<file path="src/pmsc_pkg.sv">
package pmsc_pkg;

    // ==========================================================
    // Register map (word offsets as byte addresses)
    // ==========================================================
    localparam logic [3:0] PMSC_OFS_ONE    = 4'h0;
    localparam logic [3:0] PMSC_OFS_TWO    = 4'h4;
    localparam logic [3:0] PMSC_OFS_STATUS = 4'h8;
    localparam logic [3:0] PMSC_OFS_MASK   = 4'hc;

    // ==========================================================
    // First register fields
    // ==========================================================
    localparam int PMSC_B1_DET_FLAG     = 7;
    localparam int PMSC_B1_DET_ACK      = 6;
    localparam int PMSC_B1_DET_ENABLE   = 5;
    localparam int PMSC_B1_DET_STOP_EN  = 4;
    localparam int PMSC_B1_BANDGAP_EN   = 3;
    localparam int PMSC_B1_DET_RESET_EN = 2;
    localparam int PMSC_B1_RESERVED     = 1;
    localparam int PMSC_B1_DET_INT_EN   = 0;

    // ==========================================================
    // Second register fields
    // ==========================================================
    localparam int PMSC_B2_WARN_FLAG    = 7;
    localparam int PMSC_B2_WARN_ACK     = 6;
    localparam int PMSC_B2_DET_TRIP     = 5;
    localparam int PMSC_B2_WARN_TRIP    = 4;
    localparam int PMSC_B2_PPD_FLAG     = 3;
    localparam int PMSC_B2_PPD_ACK      = 2;
    localparam int PMSC_B2_STOP_DEPTH   = 0;

    // ==========================================================
    // Interrupt status bits
    // ==========================================================
    localparam int PMSC_IRQ_DETECT = 0;
    localparam int PMSC_IRQ_WARN   = 1;
    localparam int PMSC_IRQ_PPD    = 2;
    localparam int PMSC_IRQ_W      = 3;

    // ==========================================================
    // Reset values
    // ==========================================================
    localparam logic [7:0] PMSC_RST_ONE  = 8'h1c;
    localparam logic [7:0] PMSC_RST_TWO  = 8'h00;
    localparam logic [2:0] PMSC_RST_MASK = 3'h0;

endpackage : pmsc_pkg

</file>
<file path="src/pmsc_sync.sv">
`timescale 1ns/1ps

// Two-stage synchroniser for asynchronous level inputs.
module pmsc_sync
#(
    parameter int W = 1
)
(
    input  wire logic         mclk,
    input  wire logic         rst_n,
    input  wire logic [W-1:0] async_in,
    output logic      [W-1:0] sync_out
);

    typedef struct packed {
        logic [W-1:0] stage1;
        logic [W-1:0] stage2;
    } pmsc_sync_t;

    pmsc_sync_t sync_reg;
    pmsc_sync_t sync_next;

    always_comb
    begin
        sync_next        = sync_reg;
        sync_next.stage1 = async_in;
        sync_next.stage2 = sync_reg.stage1;
    end

    always_ff @(posedge mclk or negedge rst_n)
    begin
        if (!rst_n)
        begin
            sync_reg <= '0;
        end
        else
        begin
            sync_reg <= sync_next;
        end
    end

    assign sync_out = sync_reg.stage2;

endmodule : pmsc_sync

</file>
<file path="src/pmsc_regs.sv">
`timescale 1ns/1ps

module pmsc_regs
    import pmsc_pkg::*;
(
    input  wire logic        mclk,
    input  wire logic        reset_n,
    input  wire logic [3:0]  avs_address,
    input  wire logic        avs_read,
    input  wire logic        avs_write,
    input  wire logic [31:0] avs_writedata,
    input  wire logic [3:0]  avs_byteenable,
    output logic      [31:0] avs_readdata,
    output logic             avs_waitrequest,
    input  wire logic        low_voltage_detect_in,
    input  wire logic        low_voltage_warning_in,
    input  wire logic        stop_request,
    input  wire logic        stop2_recovery,
    output logic             low_voltage_detect_enable,
    output logic             detector_active,
    output logic             detect_trip_select,
    output logic             warning_trip_select,
    output logic             stop_depth_select,
    output logic             deep_stop_blocked,
    output logic             bandgap_enable,
    output logic             detect_reset_enable,
    output logic             irq
);
    import pmsc_pkg::*;

    // ==========================================================
    // Reset release and input synchronisation
    // ==========================================================
    logic [1:0] rst_sync_reg;
    logic       rst_n;

    always_ff @(posedge mclk or negedge reset_n)
    begin
        if (!reset_n)
        begin
            rst_sync_reg <= 2'h0;
        end
        else
        begin
            rst_sync_reg <= {rst_sync_reg[0], 1'b1};
        end
    end

    assign rst_n = rst_sync_reg[1];

    logic [3:0] pins_s;

    pmsc_sync #(
        .W (4)
    ) u_sync (
        .mclk     (mclk),
        .rst_n    (rst_n),
        .async_in ({stop2_recovery, stop_request,
                    low_voltage_warning_in, low_voltage_detect_in}),
        .sync_out (pins_s)
    );

    logic det_s;
    logic warn_s;
    logic stop_s;
    logic ppd_s;

    assign det_s  = pins_s[0];
    assign warn_s = pins_s[1];
    assign stop_s = pins_s[2];
    assign ppd_s  = pins_s[3];

    // ==========================================================
    // State
    // ==========================================================
    typedef struct packed {
        logic                det_flag;
        logic                det_enable;
        logic                det_stop_en;
        logic                bandgap_en;
        logic                det_reset_en;
        logic                det_int_en;
        logic                warn_flag;
        logic                det_trip;
        logic                warn_trip;
        logic                ppd_flag;
        logic                stop_depth;
        logic                stop_depth_locked;
        logic                in_stop;
        logic                ppd_prev;
        logic [PMSC_IRQ_W-1:0] status;
        logic [PMSC_IRQ_W-1:0] mask;
        logic                ack;
        logic [31:0]         rdata;
        logic                det_active;
        logic                deep_block;
        logic                irq;
    } pmsc_state_t;

    pmsc_state_t st_reg;
    pmsc_state_t st_next;

    // ==========================================================
    // Address decode
    // ==========================================================
    function automatic logic hit(input logic [3:0] a, input logic [3:0] ofs);
        hit = (a == ofs);
    endfunction : hit

    logic       wr_lo;
    logic [7:0] wd;
    logic [7:0] rd_one;
    logic [7:0] rd_two;
    logic [PMSC_IRQ_W-1:0] ev;

    always_comb
    begin
        st_next = st_reg;
        wd      = avs_writedata[7:0];
        wr_lo   = avs_write && avs_byteenable[0] && st_reg.ack;
        ev      = '0;
        rd_one  = 8'h00;
        rd_two  = 8'h00;

        // ======================================================
        // Detector gating and hardware events
        // ======================================================
        // The stop level passes one more register before it gates the
        // detector, a one-cycle lag that is harmless against pin timescales.
        // detector gating: events only counted while enabled.
        // stop gating: detector off in stop unless stop-enable.
        st_next.in_stop    = stop_s;
        st_next.det_active = st_reg.det_enable &&
                             (!st_reg.in_stop || st_reg.det_stop_en);
        // deep stop blocked when both enables set.
        st_next.deep_block = st_reg.det_enable && st_reg.det_stop_en;

        if (det_s && st_reg.det_active && !st_reg.det_flag)
        begin
            ev[PMSC_IRQ_DETECT] = 1'b1;
        end
        if (warn_s && !st_reg.warn_flag)
        begin
            ev[PMSC_IRQ_WARN] = 1'b1;
        end
        // Both synchroniser and edge register reset to the idle low level
        // of the wakeup pin, so no false edge follows reset.
        st_next.ppd_prev = ppd_s;
        if (ppd_s && !st_reg.ppd_prev)
        begin
            ev[PMSC_IRQ_PPD] = 1'b1;
        end

        // ======================================================
        // Bus handshake
        // ======================================================
        // Every access has exactly one wait cycle. Read data are taken in
        // the request cycle and a write lands at the edge that ends the
        // answer cycle, the edge at which the master sees waitrequest low.
        // The fixed cost of one cycle buys registered outputs on the bus.
        // Acknowledge one cycle after the request is seen; one wait cycle.
        st_next.ack = (avs_read || avs_write) && !st_reg.ack;

        // ======================================================
        // Software writes
        // ======================================================
        // A write without lane zero is still answered but changes nothing.
        // The detect interrupt enable is only stored; whether the detect
        // event reaches the interrupt output is decided by the mask register.
        if (wr_lo && hit(avs_address, PMSC_OFS_ONE))
        begin
            if (wd[PMSC_B1_DET_ACK])
            begin
                st_next.det_flag = 1'b0;
            end
            st_next.det_enable   = wd[PMSC_B1_DET_ENABLE];
            st_next.det_stop_en  = wd[PMSC_B1_DET_STOP_EN];
            st_next.bandgap_en   = wd[PMSC_B1_BANDGAP_EN];
            st_next.det_reset_en = wd[PMSC_B1_DET_RESET_EN];
            st_next.det_int_en   = wd[PMSC_B1_DET_INT_EN];
        end

        if (wr_lo && hit(avs_address, PMSC_OFS_TWO))
        begin
            // The pin is tested here as well as by the set further down, so
            // an acknowledge cannot clear the flag while the warning stands.
            // warning ack only without present warning.
            // ack is a strobe, not stored.
            if (wd[PMSC_B2_WARN_ACK] && !warn_s)
            begin
                st_next.warn_flag = 1'b0;
            end
            if (wd[PMSC_B2_PPD_ACK])
            begin
                st_next.ppd_flag = 1'b0;
            end
            st_next.det_trip  = wd[PMSC_B2_DET_TRIP];
            st_next.warn_trip = wd[PMSC_B2_WARN_TRIP];
            // Any write to this register with lane zero locks the depth
            // select, even one that writes its reset value.
            // write-once lock.
            if (!st_reg.stop_depth_locked)
            begin
                st_next.stop_depth        = wd[PMSC_B2_STOP_DEPTH];
                st_next.stop_depth_locked = 1'b1;
            end
        end

        // ======================================================
        // Interrupt status and mask
        // ======================================================
        if (wr_lo && hit(avs_address, PMSC_OFS_STATUS))
        begin
            st_next.status = st_reg.status & ~wd[PMSC_IRQ_W-1:0];
        end
        if (wr_lo && hit(avs_address, PMSC_OFS_MASK))
        begin
            st_next.mask = wd[PMSC_IRQ_W-1:0];
        end

        // ======================================================
        // Hardware sets
        // ======================================================
        // Hardware events are applied last so a set beats a same-cycle clear.
        // detect flag set while enabled.
        if (ev[PMSC_IRQ_DETECT])
        begin
            st_next.det_flag = 1'b1;
        end
        if (warn_s)
        begin
            st_next.warn_flag = 1'b1;
        end
        if (ev[PMSC_IRQ_PPD])
        begin
            st_next.ppd_flag = 1'b1;
        end
        st_next.status = st_next.status | ev;

        // ======================================================
        // Read path
        // ======================================================
        // detect flag read valid only while enabled.
        rd_one[PMSC_B1_DET_FLAG]     = st_reg.det_flag && st_reg.det_enable;
        rd_one[PMSC_B1_DET_ENABLE]   = st_reg.det_enable;
        rd_one[PMSC_B1_DET_STOP_EN]  = st_reg.det_stop_en;
        rd_one[PMSC_B1_BANDGAP_EN]   = st_reg.bandgap_en;
        rd_one[PMSC_B1_DET_RESET_EN] = st_reg.det_reset_en;
        rd_one[PMSC_B1_DET_INT_EN]   = st_reg.det_int_en;
        rd_two[PMSC_B2_WARN_FLAG]    = st_reg.warn_flag;
        rd_two[PMSC_B2_DET_TRIP]     = st_reg.det_trip;
        rd_two[PMSC_B2_WARN_TRIP]    = st_reg.warn_trip;
        rd_two[PMSC_B2_PPD_FLAG]     = st_reg.ppd_flag;
        rd_two[PMSC_B2_STOP_DEPTH]   = st_reg.stop_depth;

        st_next.rdata = 32'h0000_0000;
        if (avs_read && !st_reg.ack)
        begin
            case (avs_address)
                PMSC_OFS_ONE:    st_next.rdata = {24'h000000, rd_one};
                PMSC_OFS_TWO:    st_next.rdata = {24'h000000, rd_two};
                PMSC_OFS_STATUS: st_next.rdata = {29'h0, st_reg.status};
                PMSC_OFS_MASK:   st_next.rdata = {29'h0, st_reg.mask};
                default:         st_next.rdata = 32'h0000_0000;
            endcase
        end

        // ======================================================
        // Interrupt output
        // ======================================================
        // The output trails the status by a cycle so that it leaves the
        // block straight from a flip-flop.
        st_next.irq = |(st_reg.status & st_reg.mask);
    end

    // ==========================================================
    // Registers
    // ==========================================================
    // The reset branch loads constants only. Bits that are not named here
    // come out of reset at zero, which covers every flag, the depth lock
    // and the bus answer.
    always_ff @(posedge mclk or negedge rst_n)
    begin
        if (!rst_n)
        begin
            st_reg              <= '0;
            st_reg.det_enable   <= PMSC_RST_ONE[PMSC_B1_DET_ENABLE];
            st_reg.det_stop_en  <= PMSC_RST_ONE[PMSC_B1_DET_STOP_EN];
            st_reg.bandgap_en   <= PMSC_RST_ONE[PMSC_B1_BANDGAP_EN];
            st_reg.det_reset_en <= PMSC_RST_ONE[PMSC_B1_DET_RESET_EN];
            st_reg.det_int_en   <= PMSC_RST_ONE[PMSC_B1_DET_INT_EN];
            st_reg.det_trip     <= PMSC_RST_TWO[PMSC_B2_DET_TRIP];
            st_reg.warn_trip    <= PMSC_RST_TWO[PMSC_B2_WARN_TRIP];
            st_reg.stop_depth   <= PMSC_RST_TWO[PMSC_B2_STOP_DEPTH];
            st_reg.mask         <= PMSC_RST_MASK;
        end
        else
        begin
            st_reg <= st_next;
        end
    end

    // ==========================================================
    // Outputs
    // ==========================================================
    // Waitrequest is low only in the answer cycle.
    assign avs_waitrequest           = !st_reg.ack;
    assign avs_readdata              = st_reg.rdata;
    assign low_voltage_detect_enable = st_reg.det_enable;
    assign detector_active           = st_reg.det_active;
    assign detect_trip_select        = st_reg.det_trip;
    assign warning_trip_select       = st_reg.warn_trip;
    assign stop_depth_select         = st_reg.stop_depth;
    assign deep_stop_blocked         = st_reg.deep_block;
    assign bandgap_enable            = st_reg.bandgap_en;
    assign detect_reset_enable       = st_reg.det_reset_en;
    assign irq                       = st_reg.irq;

endmodule : pmsc_regs

</file>
<file path="config.mk">
export PLATFORM = sky130hd
export DESIGN_NAME = pmsc_regs
export DESIGN_NICKNAME = d
export VERILOG_FILES = /design/src/pmsc_pkg.sv /design/src/pmsc_sync.sv /design/src/pmsc_regs.sv
export SDC_FILE = /design/constraint.sdc
export NUM_CORES = 1
export LEC_CHECK = 0
export BUFFER_PORTS_ARGS = -buffer_cell sky130_fd_sc_hd__buf_4
export CELL_PAD_IN_SITES_DETAIL_PLACEMENT = 0
export CELL_PAD_IN_SITES_GLOBAL_PLACEMENT = 2
export CORE_ASPECT_RATIO = 0.6
export CORE_MARGIN = 2
export CORE_UTILIZATION = 24
export DETAILED_ROUTE_END_ITERATION = 8
export PLACE_DENSITY = 0.8
export RECOVER_POWER = 25
export SYNTH_ARGS = -nofsm -noshare
export SYNTH_HDL_FRONTEND = slang
export SYNTH_HIERARCHICAL = 1
export SYNTH_SLANG_ARGS = --single-unit
</file>
<file path="constraint.sdc">
create_clock -name mclk -period 1.2 [get_ports mclk]
set_clock_uncertainty 0.1 [all_clocks]
set_input_delay 0.12 -clock mclk [delete_from_list [all_inputs] [get_ports mclk]]
set_output_delay 0.12 -clock mclk [all_outputs]
set_load 0.005 [all_outputs]
</file>
==> results of run 1 <==
==> routing by layer <==
metal | share of wire (%) | global-route usage, % | up-vias | wire [um]
li1 | - | - | 567 | -
met1 | 48 | 14.68 | 572 | 1872
met2 | 44 | 13.33 | 36 | 1696
met3 | 6.6 | 4.199 | 4 | 256
met4 | 1.1 | 2.008 | 0 | 41
met5 | 0 | 0 | - | 0
==> power groups by stage <==
| stage | Clock [mW] | Combinational [mW] | Sequential [mW] |
|---|---|---|---|
| after detailed placement | 0 | 0.466 | 1.62 |
| after global routing | 1.50 | 0.619 | 1.62 |
| after floorplan | 0 | 0.248 | 1.61 |
| final | 1.40 | 0.570 | 1.60 |
| after global placement | 0 | 0.456 | 1.62 |
| after CTS | 1.43 | 0.539 | 1.60 |
==> tightest hold or removal path: cells and delay by family <==
kind          cells  cell delay (ns)
buf+inv           1             0.09
simple gates      3             0.17
==> final timing paths <==
check                           startpoint                   to  slack, ns  depth (start not counted)
setup / recovery                st_reg[35]   detect_trip_select      -0.21                          3
hold / removal              avs_address[1]      avs_readdata[2]       0.03                          4
setup reg to reg                st_reg[35]   detect_trip_select      -0.21                          3
hold reg to reg            rst_sync_reg[1]  u_sync/sync_next[2]       0.24                          1
max in group asynchronous  rst_sync_reg[1]           st_reg[35]       0.35                          1
min in group asynchronous          reset_n      rst_sync_reg[0]       0.05                          2
==> cell usage in the layout, fill, tap and decap left out, types with 2 or more instances in the layout <==
cell type      netlist  routed
nor2_1              12      11
a21oi_1              2       2
nor3_4               1       2
buf_6                0       9
clkbuf_8             0       2
mux2i_1              4       4
a31oi_1              5       5
buf_4               32      46
mux2_4               0      10
dlygate4sd3_1        0      14
nor2_4               0       2
dfrtp_1             38      36
nor2b_1              4       3
dfstp_2              3       3
inv_1                6       5
dfrtp_2              0       2
conb_1               2      26
clkbuf_16            0       5
==> layout make-up <==
type                       count  area share (%)
clock inverter                 1          0.1899
timing repair buffer          72           23.46
multi-input combinational     87           26.21
tap                           91           4.321
clock buffer                   7           5.793
sequential                    41           39.17
inverter                       6          0.8547
==> logic make-up after synthesis <==
| logic type | count (synthesis) | share of synthesized area, % |
|---|---|---|
| multiplexers | 16 | 10.52 |
| AND/OR/NAND/NOR | 32 | 10.80 |
| buffers and inverters | 39 | 15.10 |
| flip-flops | 41 | 58.08 |
| other | 2 | 0.4236 |
| AO/OA/AOI/OAI | 13 | 5.081 |
==> repair_timing <==
item	in CTS	in global routing
gates resized for setup	15	15
hold buffers	14	0
pin swaps	1	11
setup buffers	3	3
endpoints found under the setup margin	23	23
endpoints found under the hold margin	18	0
==> results.md, run 1 <==
- Post-layout instance area: 2635 um^2
- Root Driver: clkbuf_16
- Place WS: -0.3820 ns
- Most numerous cell in the Yosys netlist: dfrtp_1
- Post-synth top area share: 53.63%
- Share of power burned in registers: 44.9%
- Routed Antenna Nets: 0
- Tmin final: 1.413 ns
- Non-filler cells, final: 305
- Vias in the first global route: 1143
- Initial DRC Count: 62
- Total chip power: 3.569 mW
- Worst Max-Slew Pin Slew: 0.5365 ns
- Max frequency: 707.5 MHz
- Detailed Routing Iterations Pass 1: 4
- Post-synth EDFFs: 0
- Yosys reg bits: 41
- Overall routed net length: 3866 um
- Post-Synthesis Cells: 143
- Power share of the clock group: 39.1%
- Die H: 70.58 um
- Max Slew Vio Count: 0
- Status: complete, but fails checks
- Total GRT Usage: 9.875%
- Final setup vio count: 23
- Top delay family on crit path: simple AND/OR/NAND/NOR gates
- Worst slew margin: 64.23%
- Placed Area: 2182 um^2
- Power per cell area: 1354 nW/um^2
- Initial core utilization: 24.60%
- Full die area: 8113 um^2
- Final Core Density: 36.56%
- GRT Residual Overflow: 0
- Fin Setup TNS: -3.047 ns
- Critical Path Sink Type: flop
- Seq/Total Area, Yosys: 58.08%
- Register area: 1032 um^2
- Top cells by area, synth: dfrtp_1 (54%), buf_4 (14%), mux2_2 (7.0%)
- Setup CP Type: flop to flop
- Fin worst setup slack: -0.2134 ns
- Max stage delay cell, worst path: dfrtp_2
- Async SR Flop Fraction: 100.0%
- Max reg flops: 11
- TritonCTS clock tree: done
- Synth warn: 6
- Final Hold Viols: 0
- Critical Path RT: 1.27 ns
- Clock buffer depth: 2
- CP startpoint kind: flop
- Layout cell share with drive strength beyond 1: 45.79%
- Io pins: 90
- Failing checks: negative setup slack
- Clk sinks: 41
- Leakage Power: 1.262 nW
- Synth cell types: 33
- DRC viols: 0
- Floorplan row count: 24
- DR vias: 1179
- CP max FO: 3
- First-pass GRT wire length: 5940 um
- Core Region: 7207 um^2
- Post-synth top cells: dfrtp_1 (38), buf_4 (32), nor2_1 (12)
- Psw: 0.8305 mW
- Mapped Avg Cell Area: 12.40 um^2
- Arrival @ worst endpoint: 1.48 ns
- CTS Buf Count: 5
- Initial antenna violation count: 0
- Hold Path Class: input port to flop
- Worst-path cell chain: nand4_1 > nor2_4 > mux2_4
- Unrepaired setup endpoints after global routing: true
- Crit share post-route: 117.8%
- Vias per cell: 3.866
- Worst ir drop on vdd: 0.5571 mV
- CTS H-tree lvls: 2
- Clk pin slew, worst setup/hold paths: 0.06 ns
- Smallest hold slack: 0.02547 ns
- CP Buf/Inv Count: 0
- Primary FF master, synth: dfrtp_1
- Nets: 261
- Cell Area, Synth: 1773 um^2
- Largest net degree at the start of global routing: 40
- Max cap viols: 0
- Antenna cells: 0
- Layout Area Growth over Synthesis: 48.62%
- FILL cells: 714
- PortBufs: 36
- Clk Latency, worst-skew pair: 0.28 ns
- Post-DR wirelength/cell: 12.68 um
- Combinational fraction of design power: 16.0%
- Sw frac: 23.27%
- Multi-input logic area: 690.7 um^2
- Final GP Congestion: 0.8406
- Die Span X: 115.0 um
- Post-DP HPWL: 2776 um
- Delay of the slowest cell on the worst path: 0.40 ns
- Int Pwr: 2.738 mW
- Placed Cells: 277
- Largest area contributor in the netlist: dfrtp_1
No activity file was read; power rests on OpenSTA's default activity.
==> run 2: changes to the inputs <==
--- a/config.mk
+++ b/config.mk
@@ -10,11 +10,10 @@
 export CELL_PAD_IN_SITES_GLOBAL_PLACEMENT = 2
 export CORE_ASPECT_RATIO = 0.6
 export CORE_MARGIN = 2
-export CORE_UTILIZATION = 24
+export CORE_UTILIZATION = 25
 export DETAILED_ROUTE_END_ITERATION = 8
-export PLACE_DENSITY = 0.8
+export PLACE_DENSITY = 0.82
 export RECOVER_POWER = 25
 export SYNTH_ARGS = -nofsm -noshare
 export SYNTH_HDL_FRONTEND = slang
-export SYNTH_HIERARCHICAL = 1
 export SYNTH_SLANG_ARGS = --single-unit
==> results.md, run 2 <==
- Max cap viols: 0 (unchanged)
- CP max FO: 2 (was 3)
- Routed wl met2: 1561 um (was 1696 um)
- Clock buffer depth: 2 (unchanged)
- Hold Path Class: flop to async pin (was input port to flop)
- Initial DRC Count: 38 (was 62)
- Die Span X: 113.8 um (was 115.0 um)
- Post-DP HPWL: 2760 um (was 2776 um)
- Post-DR wirelength/cell: 12.27 um (was 12.68 um)
- Final setup vio count: 18 (was 23)
- Yosys reg bits: 41 (unchanged)
- Critical Path Sink Type: primary output (was flop)
- Post-synth top cells: dfrtp_1 (38), buf_4 (33), nor2_1 (10) (was dfrtp_1 (38), buf_4 (32), nor2_1 (12))
- GRT Residual Overflow: 0 (unchanged)
- Detailed Routing Iterations Pass 1: 4 (unchanged)
- Post-synth EDFFs: 0 (unchanged)
- Post-synth top area share: 52.56% (was 53.63%)
- CTS H-tree lvls: 2 (unchanged)
- Initial core utilization: 26.42% (was 24.60%)
- Vias in the first global route: 1126 (was 1143)
- Worst ir drop on vdd: 0.6130 mV (was 0.5571 mV)
- Root Driver: clkbuf_16 (unchanged)
- Leakage Power: 1.215 nW (was 1.262 nW)
- Total chip power: 3.804 mW (was 3.569 mW)
- Nets: 254 (was 261)
- Layout cell share with drive strength beyond 1: 46.86% (was 45.79%)
- Unrepaired setup endpoints after global routing: true (unchanged)
- Most numerous cell in the Yosys netlist: dfrtp_1 (unchanged)
- Async SR Flop Fraction: 100.0% (unchanged)
- Cell Area, Synth: 1809 um^2 (was 1773 um^2)
- Io pins: 90 (unchanged)
- Clk sinks: 41 (unchanged)
- Fin worst setup slack: -0.1298 ns (was -0.2134 ns)
- Largest area contributor in the netlist: dfrtp_1 (unchanged)
- Full die area: 7956 um^2 (was 8113 um^2)
- DRC viols: 0 (unchanged)
- Final GP Congestion: 0.8333 (was 0.8406)
- Largest net degree at the start of global routing: 33 (was 40)
- Critical Path RT: 0.98 ns (was 1.27 ns)
- Synth cell types: 30 (was 33)
- Initial antenna violation count: 0 (unchanged)
- Post-layout instance area: 2575 um^2 (was 2635 um^2)
- Max frequency: 752.0 MHz (was 707.5 MHz)
- Vias per cell: 3.969 (was 3.866)
- Final Hold Viols: 0 (unchanged)
- DR vias: 1167 (was 1179)
- Status: complete, but fails checks (unchanged)
- Arrival @ worst endpoint: 1.11 ns (was 1.48 ns)
- Total GRT Usage: 9.247% (was 9.875%)
- Tmin final: 1.330 ns (was 1.413 ns)
- Seq/Total Area, Yosys: 56.92% (was 58.08%)
- Top cells by area, synth: dfrtp_1 (53%), buf_4 (14%), dfstp_2 (4.4%) (was dfrtp_1 (54%), buf_4 (14%), mux2_2 (7.0%))
- Placed Area: 2182 um^2 (unchanged)
- Post-Synthesis Cells: 143 (unchanged)
- Crit. Startpoint: st_reg[35] (unchanged)
- PortBufs: 36 (unchanged)
- Floorplan row count: 23 (was 24)
- Final Core Density: 37.60% (was 36.56%)
- CP startpoint kind: flop (unchanged)
- TritonCTS clock tree: done (unchanged)
- Mapped Avg Cell Area: 12.65 um^2 (was 12.40 um^2)
- Routed Antenna Nets: 0 (unchanged)
- Setup CP Type: flop to primary output (was flop to flop)
- M1 WL: 1799 um (was 1872 um)
- Failing checks: negative setup slack (unchanged)
- FILL cells: 667 (was 714)
- Crit share post-route: 110.8% (was 117.8%)
- Max reg flops: 11 (unchanged)
- Most frequent cells in the layout: buf_4 (50), dfrtp_1 (38), conb_1 (26), nor2_1 (10), dlygate4sd3_1 (10) (was buf_4 (46), dfrtp_1 (36), conb_1 (26), dlygate4sd3_1 (14), nor2_1 (11))
- WL met3: 221 um (was 256 um)
- Synth warn: 0 (was 6)
- Primary FF master, synth: dfrtp_1 (unchanged)
- Layout Area Growth over Synthesis: 42.32% (was 48.62%)
- Power per cell area: 1477 nW/um^2 (was 1354 nW/um^2)
- Die H: 69.90 um (was 70.58 um)
- Clk pin slew, worst setup/hold paths: 0.06 ns (about the same)
- CTS Buf Count: 5 (unchanged)
- Most common cell after layout, fill and taps aside: buf_4 (unchanged)
- Overall routed net length: 3606 um (was 3866 um)
- Max Slew Vio Count: 0 (unchanged)
- Antenna cells: 0 (unchanged)
- Fin Setup TNS: -0.9918 ns (was -3.047 ns)
- RR Startpoint: st_reg[35] (unchanged)
- Max Used Layer: met4 (unchanged)
- Clk Latency, worst-skew pair: 0.28 ns (about the same)
- Core Region: 6849 um^2 (was 7207 um^2)
- First-pass GRT wire length: 5720 um (was 5940 um)
==> run 2: changes by cell type in the layout (fill, tap and decap cells not counted), moves of 3 or more <==
cell / delta
a21o_1: +5
a22oi_1: +3
a31oi_1: -5
buf_4: +4
buf_6: -5
dlygate4sd3_1: -4
mux2_2: +3
mux2i_1: -4
nand2_1: +3
nand3_2: +5
==> run 2: cells by family after synthesis <==
family / Yosys count / synth area share (%)
flops: 41 / 56.92
other cells: 2 / 0.4151
simple gates: 32 / 11.41
mux: 13 / 9.128
compound gates: 16 / 6.709
buf+inv: 39 / 15.42
==> run 2: through the flow <==
stage               hold slack (ns)  instances  worst slack (ns)
floorplan                   -0.2756        167           -0.1380
global placement            -0.1960        272           -0.1847
detailed placement          -0.1949        272           -0.1970
CTS                        0.007181        290           -0.1217
global route                0.02442        294           -0.1755
finish                      0.01691        294           -0.1298
==> run 2: worst max-delay path, stage by stage (launching register included) <==
cell,delay [ns]
dfrtp_1,0.38
buf_4,0.13
buf_6,0.11
inv_4,0.04
buf_6,0.08
buf_4,0.09
==> run 2: layout make-up <==
cell class                 count  area [um^2]  area share (%)
clock buffer                   5        125.1           4.859
clock inverter                 3        65.06           2.527
inverter                       4        17.52          0.6803
multi-input combinational     87        676.9           26.29
sequential                    41         1030           39.99
tap                           87        108.9           4.227
timing repair buffer          67        551.8           21.43
==> run 2: per-layer routing <==
layer	track usage (%)	vias to the layer above
met5	0	-
met4	2.439	0
met3	3.993	4
met2	12.44	30
met1	13.43	576
li1	-	557
==> run 2: final timing paths <==
path / end / slack (ns) / cells after the start
worst min-delay path: u_sync.sync_next[3] / 0.02 / 0
min in group mclk: st_reg[35] / 0.02 / 3
worst max register to register: st_reg[36] / -0.11 / 3
max in group asynchronous: detect_reset_enable / 0.18 / 1
worst min register to register: u_sync.sync_next[3] / 0.02 / 0
worst max-delay path: avs_waitrequest / -0.13 / 5
==> run 2: report_power, final <==
part | internal (mW) | switching, mW | total, mW
clock | 1.19 | 0.518 | 1.70
combinational | 0.311 | 0.196 | 0.507
sequential | 1.51 | 0.0831 | 1.59
total | 3.01 | 0.797 | 3.80
==> run 2: timing repair <==
item	CTS	global route
hold buffers	10	0
setup buffers	0	4
pin swaps	1	2
hold endpoints to repair	13	0
endpoints found under the setup margin	21	20
gates cloned	0	0
gates resized for setup	4	17
==> run 3: changes to the inputs <==
--- a/config.mk
+++ b/config.mk
@@ -6,10 +6,9 @@
 export NUM_CORES = 1
 export LEC_CHECK = 0
 export BUFFER_PORTS_ARGS = -buffer_cell sky130_fd_sc_hd__buf_4
-export CELL_PAD_IN_SITES_DETAIL_PLACEMENT = 0
+export CELL_PAD_IN_SITES_DETAIL_PLACEMENT = 2
 export CELL_PAD_IN_SITES_GLOBAL_PLACEMENT = 2
 export CORE_ASPECT_RATIO = 0.6
-export CORE_MARGIN = 2
 export CORE_UTILIZATION = 25
 export DETAILED_ROUTE_END_ITERATION = 8
 export PLACE_DENSITY = 0.82
==> results.md, run 3 (synthesized netlist as in run 2, its figures left out) <==
- Status: complete, but fails checks (unchanged)
- Failing checks: design-rule violations, negative setup slack (was negative setup slack)
- Full die area: 7592 um^2 (was 7956 um^2)
- Layout cell share with drive strength beyond 1: 43.41% (was 46.86%)
- CP max FO: 4 (was 2)
- Worst-path cell chain: and3_4 > nand4_1 > mux2_4 (was buf_4 > buf_6 > inv_4 > buf_6 > buf_4)
- Routed Antenna Nets: 0 (unchanged)
- Initial DRC Count: 30 (was 38)
- CTS H-tree lvls: 2 (unchanged)
- Post-DR wirelength/cell: 16.23 um (was 12.27 um)
- Register area: 1031 um^2 (was 1030 um^2)
- Critical Path Sink Type: flop (was primary output)
- Max Used Layer: met4 (unchanged)
- Max reg flops: 11 (unchanged)
- Post-DP HPWL: 3421 um (was 2760 um)
- Initial core utilization: 26.53% (was 26.42%)
- Worst hold start: avs_read
- Final setup vio count: 12 (was 18)
- Tmin final: 1.396 ns (was 1.330 ns)
- Power per cell area: 1386 nW/um^2 (was 1477 nW/um^2)
- Hold Path Class: input port to flop (was flop to async pin)
- Unrepaired setup endpoints after global routing: true (unchanged)
- Leakage Power: 1.179 nW (was 1.215 nW)
- Crit share post-route: 116.4% (was 110.8%)
- Most common cell after layout, fill and taps aside: buf_4 (unchanged)
- Die H: 67.90 um (was 69.90 um)
- Overall routed net length: 4740 um (was 3606 um)
- Hold Path Depth: 3
- Critical Path RT: 1.26 ns (was 0.98 ns)
- Root Driver: clkbuf_16 (unchanged)
- First-pass GRT wire length: 7155 um (was 5720 um)
- RR Startpoint: st_reg[35] (unchanged)
- Multi-input logic area: 659.4 um^2 (was 676.9 um^2)
- CP startpoint kind: flop (unchanged)
- Worst slew margin: 63.51%
- Fin Setup TNS: -1.491 ns (was -0.9918 ns)
- TritonCTS clock tree: done (unchanged)
- Fin worst setup slack: -0.1963 ns (was -0.1298 ns)
- Worst Max-Slew Pin Slew: 0.5473 ns
- Clock buffer depth: 2 (unchanged)
- Clk Latency, worst-skew pair: 0.28 ns (about the same)
- Layout Area Growth over Synthesis: 37.00% (was 42.32%)
- Floorplan row count: 23 (unchanged)
- FILL cells: 706 (was 667)
- Max stage delay cell, worst path: mux2_4 (was dfrtp_1)
- Routed wl met2: 2352 um (was 1561 um)
- GRT Residual Overflow: 0 (unchanged)
- Vias per cell: 4.116 (was 3.969)
- Most frequent cells in the layout: buf_4 (51), dfrtp_1 (37), conb_1 (26), dlygate4sd3_1 (11), mux2_4 (10) (was buf_4 (50), dfrtp_1 (38), conb_1 (26), nor2_1 (10), dlygate4sd3_1 (10))
- Antenna cells: 0 (unchanged)
- M1 WL: 2141 um (was 1799 um)
- Setup CP Type: flop to flop (was flop to primary output)
- Crit. Startpoint: st_reg[35] (unchanged)
- Vias in the first global route: 1292 (was 1126)
- Max cap viols: 0 (unchanged)
- Clk sinks: 41 (unchanged)
- CTS Buf Count: 5 (unchanged)
- Final Core Density: 36.34% (was 37.60%)
- WL met3: 214 um (was 221 um)
- PortBufs: 36 (unchanged)
- Io pins: 90 (unchanged)
- Largest net degree at the start of global routing: 40 (was 33)
- Worst ir drop on vdd: 0.5149 mV (was 0.6130 mV)
- Nets: 252 (was 254)
- Total chip power: 3.435 mW (was 3.804 mW)
- DRC viols: 4 (was 0)
- Initial antenna violation count: 0 (unchanged)
- Max frequency: 716.2 MHz (was 752.0 MHz)
- Final GP Congestion: 0.7847 (was 0.8333)
- DR vias: 1202 (was 1167)
- Clk pin slew, worst setup/hold paths: 0.06 ns (about the same)
- Core Region: 6820 um^2 (was 6849 um^2)
- Final Hold Viols: 0 (unchanged)
- Worst-case reg-to-reg path depth: 3 (unchanged)
- Arrival @ worst endpoint: 1.46 ns (was 1.11 ns)
- Smallest hold slack: 0.01771 ns (was 0.01691 ns)
- Delay of the slowest cell on the worst path: 0.38 ns (about the same)
- Detailed Routing Iterations Pass 1: 6 (was 4)
- Die Span X: 111.8 um (was 113.8 um)
- Max Slew Vio Count: 0 (unchanged)
- Total GRT Usage: 12.97% (was 9.247%)
[run 3: cell count changes in the layout (fill, tap and decap cells not counted), moves of 2 or more]
| cell | delta |
|---|---|
| nand3_1 | +4 |
| nand3_2 | -4 |
| buf_6 | -3 |
| bufinv_16 | -2 |
| clkbuf_1 | +2 |
[run 3: path summary, 6_finish.rpt]
check / to / slack, ns
hold / removal: st_reg[35] / 0.02
max in group asynchronous: rd_one[4] / 0.36
setup / recovery: st_reg[36] / -0.20
min in group asynchronous: rst_sync_reg[0] / 0.05
setup reg to reg: st_reg[36] / -0.20
hold reg to reg: rst_sync_reg[1] / 0.25
[run 3: final cells by class]
cell class | instances | share of cell area (%)
flip-flops and latches | 41 | 41.60
multi-input cells | 87 | 26.60
well taps | 87 | 4.392
repair buffers | 65 | 20.80
inverters | 4 | 0.7067
clock buffers | 8 | 5.906
[run 3: timing repair]
| item | CTS | global route |
|---|---|---|
| gates cloned | 0 | 0 |
| endpoints found under the setup margin | 25 | 21 |
| setup buffers | 3 | 3 |
| endpoints found under the hold margin | 14 | 0 |
| hold buffers | 11 | 0 |
| pin swaps | 5 | 3 |
| resized for setup | 10 | 5 |
[run 3: worst max-delay path, delay by kind of cell (launching register included)]
kind          cells  cell delay (ns)
mux               1             0.38
flops             1             0.34
simple gates      2             0.46
[run 3: through the flow]
stage	cells	worst slack, ns	area (um^2)
after detailed placement	271	-0.2194	2162
after CTS	292	-0.1670	2471
final	292	-0.1963	2479
after floorplan	167	-0.1380	1937
after global routing	292	-0.2561	2479
after global placement	271	-0.1863	2162
[run 3: per-layer routing]
metal / vias to the layer above / GRT usage [%]
met1: 619 / 16.54
met2: 28 / 21.12
met5: - / 0
li1: 553 / -
met3: 2 / 4.074
met4: 0 / 4.561
[run 3: power breakdown]
| part | internal (mW) | switching [mW] | total [mW] |
|---|---|---|---|
| clock | 0.829 | 0.497 | 1.33 |
| sequential | 1.51 | 0.0915 | 1.60 |
| combinational | 0.294 | 0.214 | 0.507 |
